==> src/include/uei_pkg.sv <==
// Purpose: constants and types of the usb event interrupt unit
// Assumes: register indices are byte addresses divided by four
// Notes:   all control state resets synchronously
// What this block does
// interrupts leave as short high-then-low pulses
// wakeup bit or host resume ends suspend
// resume is followed by a wake pulse
// event line merges endpoint and bus events
// clearing a flag re-pulses for next pending
// mcu clears its latch before source flag
// vector codes for the five bus events
// endpoint vectors from 0x18 stepping by four
// lower vector code wins priority
// six 32-byte in buffers mapped to mcu
// six out buffers mapped to mcu
// iso rx and tx single byte ports
// iso rx byte count high and low
// iso crc bit updated at frame start
// iso zero length bit from previous frame
// in flags set on ack, write one clears
// out flags set on good rx, write one clears
// bus event flags bits 4..0, 7:5 zero
// write one clears, zero leaves unchanged
// bus event enable register gates events
// per-endpoint enables gate endpoint events
`default_nettype none
package uei_pkg;
  // ******************************************************
  // register indices (byte address is index times four)
  // ******************************************************
  localparam logic [15:0] ISO_RX_IDX   = 16'hc760;
  localparam logic [15:0] ISO_TX_IDX   = 16'hc768;
  localparam logic [15:0] ISO_CNTH_IDX = 16'hc770;
  localparam logic [15:0] ISO_CNTL_IDX = 16'hc771;
  localparam logic [15:0] ISO_ERR_IDX  = 16'hc7a0;
  localparam logic [15:0] ISO_ZBC_IDX  = 16'hc7a2;
  localparam logic [15:0] IN_FLG_IDX   = 16'hc7a9;
  localparam logic [15:0] OUT_FLG_IDX  = 16'hc7aa;
  localparam logic [15:0] BUS_FLG_IDX  = 16'hc7ab;
  localparam logic [15:0] IN_IEN_IDX   = 16'hc7ac;
  localparam logic [15:0] OUT_IEN_IDX  = 16'hc7ad;
  localparam logic [15:0] BUS_IEN_IDX  = 16'hc7ae;
  localparam logic [15:0] CTRL_IDX     = 16'hc7f0;
  localparam logic [15:0] VEC_IDX      = 16'hc7f1;
  // ******************************************************
  // buffer windows
  // ******************************************************
  localparam logic [15:0] IN0_BASE  = 16'hc700;
  localparam logic [15:0] OUT0_BASE = 16'hc6c0;
  localparam logic [15:0] BUF_STEP  = 16'h0080;
  localparam int IN_LEN    = 32;
  localparam int OUT_LEN   = 64;
  localparam int EP_N      = 6;
  localparam int MEM_DEPTH = EP_N * (IN_LEN + OUT_LEN);
  // ******************************************************
  // fields, resets, vectors
  // ******************************************************
  localparam int WAKE_BIT = 6;
  localparam int BUS_N    = 5;
  localparam int SRC_N    = BUS_N + 2 * EP_N;
  localparam logic [7:0] VEC_STEP  = 8'h04;
  localparam logic [7:0] VEC_EP0IN = 8'h18;
  localparam logic [7:0] REG_RST   = 8'h00;
  typedef enum logic [2:0] {
    WK_RUN   = 3'b001,
    WK_SUSP  = 3'b010,
    WK_PULSE = 3'b100
  } uei_wake_t;
endpackage
`default_nettype wire

==> src/core/uei_event_irq.sv <==
// Purpose: usb event flags, priority vector and mcu interrupt pulses
// Assumes: event inputs come from logic on clk_sys
// Notes:   apb slave answers after one wait state
`default_nettype none
module uei_event_irq
  import uei_pkg::*;
(
  input  wire logic        clk_sys,
  input  wire logic        rst_n,
  input  wire logic        psel,
  input  wire logic        penable,
  input  wire logic        pwrite,
  input  wire logic [17:0] paddr,
  input  wire logic [31:0] pwdata,
  output logic      [31:0] prdata,
  output logic             pready,
  output logic             pslverr,
  input  wire logic        evSetupData,
  input  wire logic        evFrameStart,
  input  wire logic        evSetupToken,
  input  wire logic        evSuspend,
  input  wire logic        evBusReset,
  input  wire logic [5:0]  inAckDone,
  input  wire logic [5:0]  outRxOk,
  input  wire logic        usbSuspended,
  input  wire logic        hostResume,
  output logic             resumeReq,
  input  wire logic [7:0]  isoRxData,
  output logic             isoRxPop,
  output logic      [7:0]  isoTxData,
  output logic             isoTxPush,
  input  wire logic [15:0] isoCount,
  input  wire logic        isoCrcErr,
  input  wire logic        isoZeroLen,
  output logic             wakePulseLine,
  output logic             usbEventLine
);
  // ******************************************************
  // helper functions
  // ******************************************************
  // buffer window decode: hit flag and flat memory index
  function automatic logic [10:0] bufMap(input logic [15:0] a);
    logic [10:0] r;
    logic [15:0] b;
    r = 11'h0;
    for (int n = 0; n < EP_N; n++) begin
      b = IN0_BASE - BUF_STEP * 16'(n);
      if (a >= b && a < b + 16'(IN_LEN)) begin
        r = {1'b1, 10'(n * IN_LEN) + 10'(a - b)};
      end
      b = OUT0_BASE - BUF_STEP * 16'(n);
      if (a >= b && a < b + 16'(OUT_LEN)) begin
        r = {1'b1, 10'(EP_N * IN_LEN + n * OUT_LEN) + 10'(a - b)};
      end
    end
    return r;
  endfunction
  // lowest pending index wins
  function automatic logic [4:0] prio(input logic [SRC_N-1:0] p);
    logic [4:0] r;
    r = 5'h0;
    for (int i = SRC_N - 1; i >= 0; i--) begin
      if (p[i]) begin
        r = 5'(i);
      end
    end
    return r;
  endfunction
  // vector code for a source index
  function automatic logic [7:0] vecCode(input logic [4:0] i);
    logic [7:0] r;
    if (i < 5'(BUS_N)) begin
      r = VEC_STEP * 8'(i);
    end else begin
      r = VEC_EP0IN + VEC_STEP * 8'(i - 5'(BUS_N));
    end
    return r;
  endfunction
  // ******************************************************
  // apb handshake
  // ******************************************************
  logic        rdy;          // access phase answered
  logic        errq;         // unmapped address seen
  logic        commit;       // transfer completes now
  logic        wr;           // write takes effect
  logic        rd;           // read completes
  logic [15:0] idx;          // register index
  logic [10:0] bmap;         // buffer decode result
  logic [7:0]  rdMux;        // selected read byte
  logic        mapped;       // index is decoded
  assign idx    = paddr[17:2];
  assign bmap   = bufMap(idx);
  assign commit = psel & penable & rdy;
  assign wr     = commit & pwrite;
  assign rd     = commit & ~pwrite;
  assign pready = rdy;
  assign pslverr = rdy & errq;
  // one wait state lets read data come from a flop
  always_ff @(posedge clk_sys) begin
    if (!rst_n) begin
      rdy <= 1'b0;
    end else begin
      rdy <= psel & penable & ~rdy;
    end
  end
  // ******************************************************
  // registers written by software
  // ******************************************************
  logic [5:0]  inIen;        // in endpoint enables
  logic [5:0]  outIen;       // out endpoint enables
  logic [4:0]  busIen;       // bus event enables
  logic        wakeBit;      // software wakeup request
  logic [7:0]  bufMem [MEM_DEPTH]; // bulk buffers
  uei_wake_t   wakeSt;       // suspend tracking state
  logic        leaveSusp;    // resume condition met
  assign leaveSusp = (wakeSt == WK_SUSP) & (wakeBit | hostResume);
  // enables, reserved bits dropped
  always_ff @(posedge clk_sys) begin
    if (!rst_n) begin
      inIen  <= 6'h00;
      outIen <= 6'h00;
      busIen <= 5'h00;
    end else if (wr) begin
      if (idx == IN_IEN_IDX) begin
        inIen <= pwdata[5:0];
      end
      if (idx == OUT_IEN_IDX) begin
        outIen <= pwdata[5:0];
      end
      if (idx == BUS_IEN_IDX) begin
        busIen <= pwdata[4:0];
      end
    end
  end
  // wakeup bit: hardware drops it once resume is issued
  always_ff @(posedge clk_sys) begin
    if (!rst_n) begin
      wakeBit <= 1'b0;
    end else if (leaveSusp) begin
      wakeBit <= 1'b0;
    end else if (wr && idx == CTRL_IDX) begin
      wakeBit <= pwdata[WAKE_BIT];
    end
  end
  // buffer storage, no reset: contents are data, not control
  always_ff @(posedge clk_sys) begin
    if (wr && bmap[10]) begin
      bufMem[bmap[9:0]] <= pwdata[7:0];
    end
  end
  // iso tx byte port: push pulse with held byte
  assign isoTxPush = wr & (idx == ISO_TX_IDX);
  always_ff @(posedge clk_sys) begin
    if (!rst_n) begin
      isoTxData <= REG_RST;
    end else if (wr && idx == ISO_TX_IDX) begin
      isoTxData <= pwdata[7:0];
    end
  end
  // iso rx pop when the read completes
  assign isoRxPop = rd & (idx == ISO_RX_IDX);
  // ******************************************************
  // iso status sampled at frame start
  // ******************************************************
  logic isoErr;  // crc error of last frame
  logic isoZbc;  // zero length packet last frame
  // data stays readable even when crc failed
  always_ff @(posedge clk_sys) begin
    if (!rst_n) begin
      isoErr <= 1'b0;
      isoZbc <= 1'b0;
    end else if (evFrameStart) begin
      isoErr <= isoCrcErr;
      isoZbc <= isoZeroLen;
    end
  end
  // ******************************************************
  // event flags, set wins over clear
  // ******************************************************
  logic [5:0] inFlg;   // in endpoint acked
  logic [5:0] outFlg;  // out endpoint received
  logic [4:0] busFlg;  // bus events
  logic [4:0] busSet;  // bus event set terms
  logic [5:0] inClr;   // in clear mask
  logic [5:0] outClr;  // out clear mask
  logic [4:0] busClr;  // bus clear mask
  assign busSet = {evBusReset, evSuspend, evSetupToken,
                   evFrameStart, evSetupData};
  assign inClr  = (wr && idx == IN_FLG_IDX) ? pwdata[5:0] : 6'h00;
  assign outClr = (wr && idx == OUT_FLG_IDX) ? pwdata[5:0] : 6'h00;
  assign busClr = (wr && idx == BUS_FLG_IDX) ? pwdata[4:0] : 5'h00;
  // writing zero keeps a bit, a one clears it
  always_ff @(posedge clk_sys) begin
    if (!rst_n) begin
      inFlg  <= 6'h00;
      outFlg <= 6'h00;
      busFlg <= 5'h00;
    end else begin
      inFlg  <= (inFlg & ~inClr) | inAckDone;
      outFlg <= (outFlg & ~outClr) | outRxOk;
      busFlg <= (busFlg & ~busClr) | busSet;
    end
  end
  // ******************************************************
  // priority and vector
  // ******************************************************
  logic [SRC_N-1:0] pend;   // enabled pending sources
  logic             anyPend;
  logic [7:0]       vecReg; // code of active source
  // interleave in/out per endpoint after bus events
  always_comb begin
    pend = '0;
    pend[BUS_N-1:0] = busFlg & busIen;
    for (int n = 0; n < EP_N; n++) begin
      pend[BUS_N + 2*n]     = inFlg[n] & inIen[n];
      pend[BUS_N + 2*n + 1] = outFlg[n] & outIen[n];
    end
  end
  assign anyPend = |pend;
  // vector holds its last value when nothing pends
  always_ff @(posedge clk_sys) begin
    if (!rst_n) begin
      vecReg <= REG_RST;
    end else if (anyPend) begin
      vecReg <= vecCode(prio(pend));
    end
  end
  // ******************************************************
  // event line pulse generation
  // ******************************************************
  logic prevAny;  // anything pending last cycle
  logic clrEvt;   // a pending flag was cleared
  logic trigReq;  // pulse owed to the mcu
  logic emit;     // raise the line next cycle
  // a pulse needs a low cycle first, so owed pulses wait
  assign emit = trigReq & ~usbEventLine & anyPend;
  always_ff @(posedge clk_sys) begin
    if (!rst_n) begin
      prevAny <= 1'b0;
      clrEvt  <= 1'b0;
      trigReq <= 1'b0;
      usbEventLine <= 1'b0;
    end else begin
      prevAny <= anyPend;
      clrEvt  <= |{busClr & busFlg, inClr & inFlg, outClr & outFlg};
      trigReq <= (trigReq | (anyPend & ~prevAny)
                 | (clrEvt & anyPend)) & ~emit & anyPend;
      usbEventLine <= emit;
    end
  end
  // ******************************************************
  // suspend and wake
  // ******************************************************
  assign resumeReq = leaveSusp;
  // wake pulse lasts the single pulse state
  always_ff @(posedge clk_sys) begin
    if (!rst_n) begin
      wakeSt <= WK_RUN;
    end else begin
      case (wakeSt)
        WK_RUN: begin
          if (usbSuspended) begin
            wakeSt <= WK_SUSP;
          end
        end
        WK_SUSP: begin
          if (leaveSusp) begin
            wakeSt <= WK_PULSE;
          end
        end
        WK_PULSE: begin
          wakeSt <= WK_RUN;
        end
        default: begin
          wakeSt <= WK_RUN;
        end
      endcase
    end
  end
  assign wakePulseLine = (wakeSt == WK_PULSE);
  // ******************************************************
  // read mux and answer
  // ******************************************************
  always_comb begin
    rdMux  = REG_RST;
    mapped = 1'b1;
    case (idx)
      ISO_RX_IDX:   rdMux = isoRxData;
      ISO_TX_IDX:   rdMux = REG_RST;
      ISO_CNTH_IDX: rdMux = isoCount[15:8];
      ISO_CNTL_IDX: rdMux = isoCount[7:0];
      ISO_ERR_IDX:  rdMux = {7'h00, isoErr};
      ISO_ZBC_IDX:  rdMux = {7'h00, isoZbc};
      IN_FLG_IDX:   rdMux = {2'h0, inFlg};
      OUT_FLG_IDX:  rdMux = {2'h0, outFlg};
      BUS_FLG_IDX:  rdMux = {3'h0, busFlg};
      IN_IEN_IDX:   rdMux = {2'h0, inIen};
      OUT_IEN_IDX:  rdMux = {2'h0, outIen};
      BUS_IEN_IDX:  rdMux = {3'h0, busIen};
      CTRL_IDX:     rdMux = {1'b0, wakeBit, 6'h00};
      VEC_IDX:      rdMux = vecReg;
      default: begin
        if (bmap[10]) begin
          rdMux = bufMem[bmap[9:0]];
        end else begin
          mapped = 1'b0;
        end
      end
    endcase
  end
  // data captured in the first access cycle
  always_ff @(posedge clk_sys) begin
    if (!rst_n) begin
      prdata <= 32'h0000_0000;
      errq   <= 1'b0;
    end else if (psel && penable && !rdy) begin
      prdata <= {24'h00_0000, rdMux};
      errq   <= ~mapped;
    end
  end
endmodule
`default_nettype wire

==> config.mk <==
export PLATFORM = sky130hd
export DESIGN_NAME = uei_event_irq
export DESIGN_NICKNAME = d
export VERILOG_FILES = /design/src/include/uei_pkg.sv /design/src/core/uei_event_irq.sv
export SDC_FILE = /design/constraint.sdc
export NUM_CORES = 2
export LEC_CHECK = 0
export BUFFER_PORTS_ARGS = -buffer_cell sky130_fd_sc_hd__buf_2
export CAP_MARGIN = 20
export CORE_AREA = 4 4 793 795
export CTS_CLUSTER_DIAMETER = 150
export CTS_CLUSTER_SIZE = 28
export DETAILED_ROUTE_END_ITERATION = 6
export DIE_AREA = 0 0 797 799
export PLACE_DENSITY = 0.41
export SLEW_MARGIN = 20
export SYNTH_ARGS = -nofsm -noshare
export SYNTH_HDL_FRONTEND = slang
export SYNTH_MEMORY_MAX_BITS = 65536
export SYNTH_SLANG_ARGS = --single-unit
==> constraint.sdc <==
create_clock -name clk_sys -period 5.2 [get_ports clk_sys]
set_clock_uncertainty 0.1 [all_clocks]
set_input_delay 0.52 -clock clk_sys [delete_from_list [all_inputs] [get_ports clk_sys]]
set_output_delay 0.52 -clock clk_sys [all_outputs]
set_load 0.01 [all_outputs]
==> impl_summary.log <==
INFO  metric switching_share = roughly a quarter
INFO  metric top_level_i_o_count = roughly 150
INFO  metric dominant_combinational_cell_family_by_area_after_synthesis = multiplexers
INFO  metric yosys-mux-area-fraction = about a tenth
INFO  metric fmaxAchievable = roughly 200 MHz
INFO  metric timing.final.crit_period = between 5 and 6 ns
INFO  metric library_cells_used_by_synthesis = between 100 and 150
INFO  metric die_h = 799 um
INFO  metric number_of_global_route_vias_before_repair = between 100k and 150k
INFO  metric finalCritPeriodShare = a little over nine tenths
INFO  metric synth.yosys.seq_area_share = between 70% and 80%
INFO  metric clk_slew_on_worst_s_h_paths = 0.11 ns
INFO  metric worst_ir_drop_vdd = between 300 and 400 uV
INFO  metric cell_count_after_synthesis = 11200
INFO  metric final_common_cell = edfxtp_1
INFO  metric detailedRoute.firstIterationViolations = approximately 17000
INFO  metric worst_hold_slack = between 0.07 and 0.08 ns
INFO  metric syn2layout_area_growth = 19.1%
INFO  metric cell_internal_pwr = 49.5 mW
INFO  metric ys_ff_latch = around 4700
INFO  metric ctsHtreeMaxLevel = 4
INFO  metric finalWorstSetupSlack = 0.161 ns
INFO  metric setup_violations = 0
INFO  metric number_of_buffers_added_by_the_clock_tree_synthesis_step = 190
INFO  metric yosys.area_share.xor_xnor = less than 1%
INFO  metric worstHoldPathType = input port to flop
INFO  metric track_usage = about a quarter
INFO  metric avgSynthCellArea = 16.6 um2
INFO  metric static-leakage-power = 72.0 nW
INFO  metric synth_top_flop_cell = edfxtp_1
INFO  metric unrepaired_setup_endpoints_after_global_routing = no
INFO  metric number_of_synthesis_warnings = 0
INFO  metric cp.required = a little over 6 ns
INFO  metric syn-cell-area = 186000 um2
INFO  metric async_reset_ff_share = 0%
INFO  metric critPathArrivalTime = ~6 ns
INFO  metric synth_compound_gate_area_share = under 10%
INFO  metric max-cap-violations = 0
INFO  metric grt_first_pass_wirelength = around 1100000 um
INFO  metric mostFrequentLayoutCells = edfxtp_1 (4608), buf_4 (2020), nor2_1 (1087), a21oi_1 (624), mux2i_1 (524)
INFO  metric p_clk_share = ~29%
INFO  metric outcome = finished, final reports clean
INFO  metric drt-total-wl = between 800000 and 900000 um
INFO  metric pins_over_their_slew_limit = 0
INFO  metric worst_setup_path_start_kind = input port
INFO  metric core-area = roughly 620000 um2
INFO  metric synthDominantCellAreaShare = around 74%
INFO  metric dpl.hpwl = between 500000 and 600000 um
INFO  metric power.net_switching = 15.0 mW
INFO  metric worstPathCellList = buf_2 > inv_1 > ha_1 > a21boi_1 > o211ai_1 > o22ai_1 > buf_4 > nand4b_4 > buf_12 > buf_4 > nor2_4 > buf_12 > buf_4 > buf_4 > a2111oi_0 > buf_4 > nor2_1 > nor4_2 > buf_4 > o21bai_1 > a2111oi_0 > nand4_1 > buf_4 > a31oi_1
INFO  metric tritoncts_num_sinks = 4676
INFO  metric synth_area_in_simple_gates = 4.70%
INFO  metric p_comb_share = around 6.6%
INFO  metric die_width = 797 um
INFO  metric timing_worst_setup_path_type = input port to flop
INFO  metric critPathSlowestCell = nor4_2
INFO  metric grt_max_degree = 142
INFO  metric detail-route-antenna-nets = 0
INFO  metric routedWlPerCell = 38.5 um
INFO  metric effective_utilization_at_floorplan = between 20 and 30%
INFO  metric totalNegativeSetupSlack = 0 ns
INFO  metric buffers_from_clock_root_to_sink_at_most = 4
INFO  metric vias_per_cell = 5.59
INFO  metric nets = ~13000
INFO  metric worstSkewPairLatency = 1.01 ns
INFO  metric post-layout-total-power = roughly 64 mW
INFO  metric dieArea = roughly 640000 um2
INFO  metric hold_violations = 0
INFO  metric drive_above_1_share = a little over a quarter
INFO  metric route.vias.total = ~120k
INFO  metric netlist.top_cell.by_area = edfxtp_1
INFO  metric drtPass1Iterations = 6
INFO  metric worstPathBufferInverterCount = 11
INFO  metric worstPathMaxFanout = 8
INFO  metric tightestPinTransition = roughly 1.4 ns
INFO  metric buffer_ports.inserted = between 90 and 100
INFO  metric detailedPlace.worstSlack = -0.807 ns
INFO  metric synthAdderAreaFrac = less than 1%
INFO  metric seq_power_share = ~64%
INFO  metric number_of_enable_flip_flop_cells_after_synthesis = approximately 4600
INFO  metric crit_path_end_kind = flop
INFO  metric drc = 0
INFO  metric routabilityCongestion = a little over 0.9
INFO  metric powerDensity = a little under 300 nW/um2
INFO  metric timing.critical_path.slowest_cell_delay = a little over 0.6 ns
INFO  metric critical_path.most_common_cell = buf_4
INFO  metric floorplan.rows = 290
INFO  metric clock_root_buffer = clkbuf_16
INFO  metric grt_overflow = 0
INFO  metric cts_tree = yes
INFO  metric number_of_antenna_violations_at_the_first_check_in_global_routing = between 100 and 150
INFO  metric path_delay_family = buffers and inverters
INFO  metric synth_area_leaders = edfxtp_1 (74%), mux4_2 (4.9%), mux2i_1 (2.8%), nor2_1 (2.2%), mux2_2 (2.0%)
INFO  metric worst_slew_margin_rel = between 6 and 7%
## cell families after synthesis
group	after synthesis
XOR/XNOR	7
multiplexers	1256
other	1
flip-flops	4676
buffers and inverters	827
AND/OR/NAND/NOR	2034
AO/OA/AOI/OAI	2378
adder cells (fa/ha/maj)	19
## sequential cells by signal (all words and copies together), names as in the netlist, 3 cells and up
signal,cells
outIen,6
prdata,8
outFlg,6
inIen,6
busIen,5
wakeSt,3
isoTxData,8
vecReg,6
inFlg,6
busFlg,5
bufMem,4608
## worst reg2reg max path, delay by kind of cell (launching register included)
family                 cells  cell delay (ns)
flip-flops                 1             0.40
multiplexers               1             0.46
buffers and inverters      3             0.52
AO/OA/AOI/OAI              8             2.26
AND/OR/NAND/NOR            1             0.15
## layout make-up
| class | count | area, um2 |
|---|---|---|
| antenna | 45 | 113 |
| clock buffer | 231 | 4950 |
| clock inverter | 15 | 275 |
| fill | 59000 | 400000 |
| inverter | 29 | 121 |
| multi-input combinational | 5718 | 43600 |
| sequential | 4676 | 140000 |
| tap | 8322 | 10400 |
| timing repair buffer | 2477 | 22600 |
## metrics by stage
step,utilization [%],area [um2],instances
6_report,35.7,222000,21500
5_1_grt,35.6,222000,21500
4_1_cts,35.6,222000,21500
3_5_place_dp,34.7,216000,21200
3_3_place_gp,34.7,216000,21200
2_1_floorplan,-,186000,11200
## synthesized netlist by cell type, types with 28 or more instances
| cell type | n |
|---|---|
| nor2_1 | 1101 |
| o21ai_1 | 28 |
| a31oi_1 | 128 |
| a211oi_1 | 84 |
| buf_2 | 272 |
| o211ai_1 | 81 |
| nand2_1 | 447 |
| nor3_1 | 87 |
| buf_1 | 160 |
| nor2b_1 | 89 |
| clkbuf_1 | 321 |
| a22oi_1 | 62 |
| buf_4 | 42 |
| dfxtp_1 | 68 |
| mux2_2 | 328 |
| mux2i_1 | 525 |
| a221oi_1 | 88 |
| mux4_2 | 403 |
| o22ai_1 | 413 |
| nand4_1 | 30 |
| nand3_1 | 126 |
| edfxtp_1 | 4608 |
| o221ai_1 | 202 |
| o21ai_0 | 310 |
| a21oi_1 | 634 |
## path summary, 6_finish.rpt
| check | start | to | slack, ns | depth (start not counted) |
|---|---|---|---|---|
| worst max-delay path | paddr[8] | prdata[5] | 0.16 | 24 |
| worst min-delay path | pwdata[5] | bufMem[259][5] | 0.08 | 1 |
| worst max register to register | bufMem[453][1] | prdata[1] | 1.16 | 13 |
| worst min register to register | errq | errq | 0.38 | 2 |
## metal layers
metal | GRT usage [%] | part of all wire [%] | routed length, um
met1 | 34.6 | 41 | 343000
met2 | 40.4 | 46 | 384000
met3 | 4.29 | 8.2 | 67900
met4 | 9.28 | 4.2 | 34600
met5 | 0 | 0.036 | 299
## repair_timing
action | 4_1_cts | 5_1_grt
endpoints found under the hold margin | 284 | 0
setup buffers | 0 | 0
hold buffers | 44 | 0
endpoints found under the setup margin | 0 | 1
resized for setup | 0 | 1
## power by group through the flow
stage / Sequential, mW / Combinational, mW / Clock [mW]
finish: 41.4 / 4.24 / 18.9
global route: 41.4 / 4.35 / 20.5
CTS: 41.4 / 4.24 / 19.3
detailed placement: 42.2 / 4.20 / 0
global placement: 42.2 / 4.17 / 0
floorplan: 42.2 / 1.54 / 0
Power figures use the tool's default switching activity.
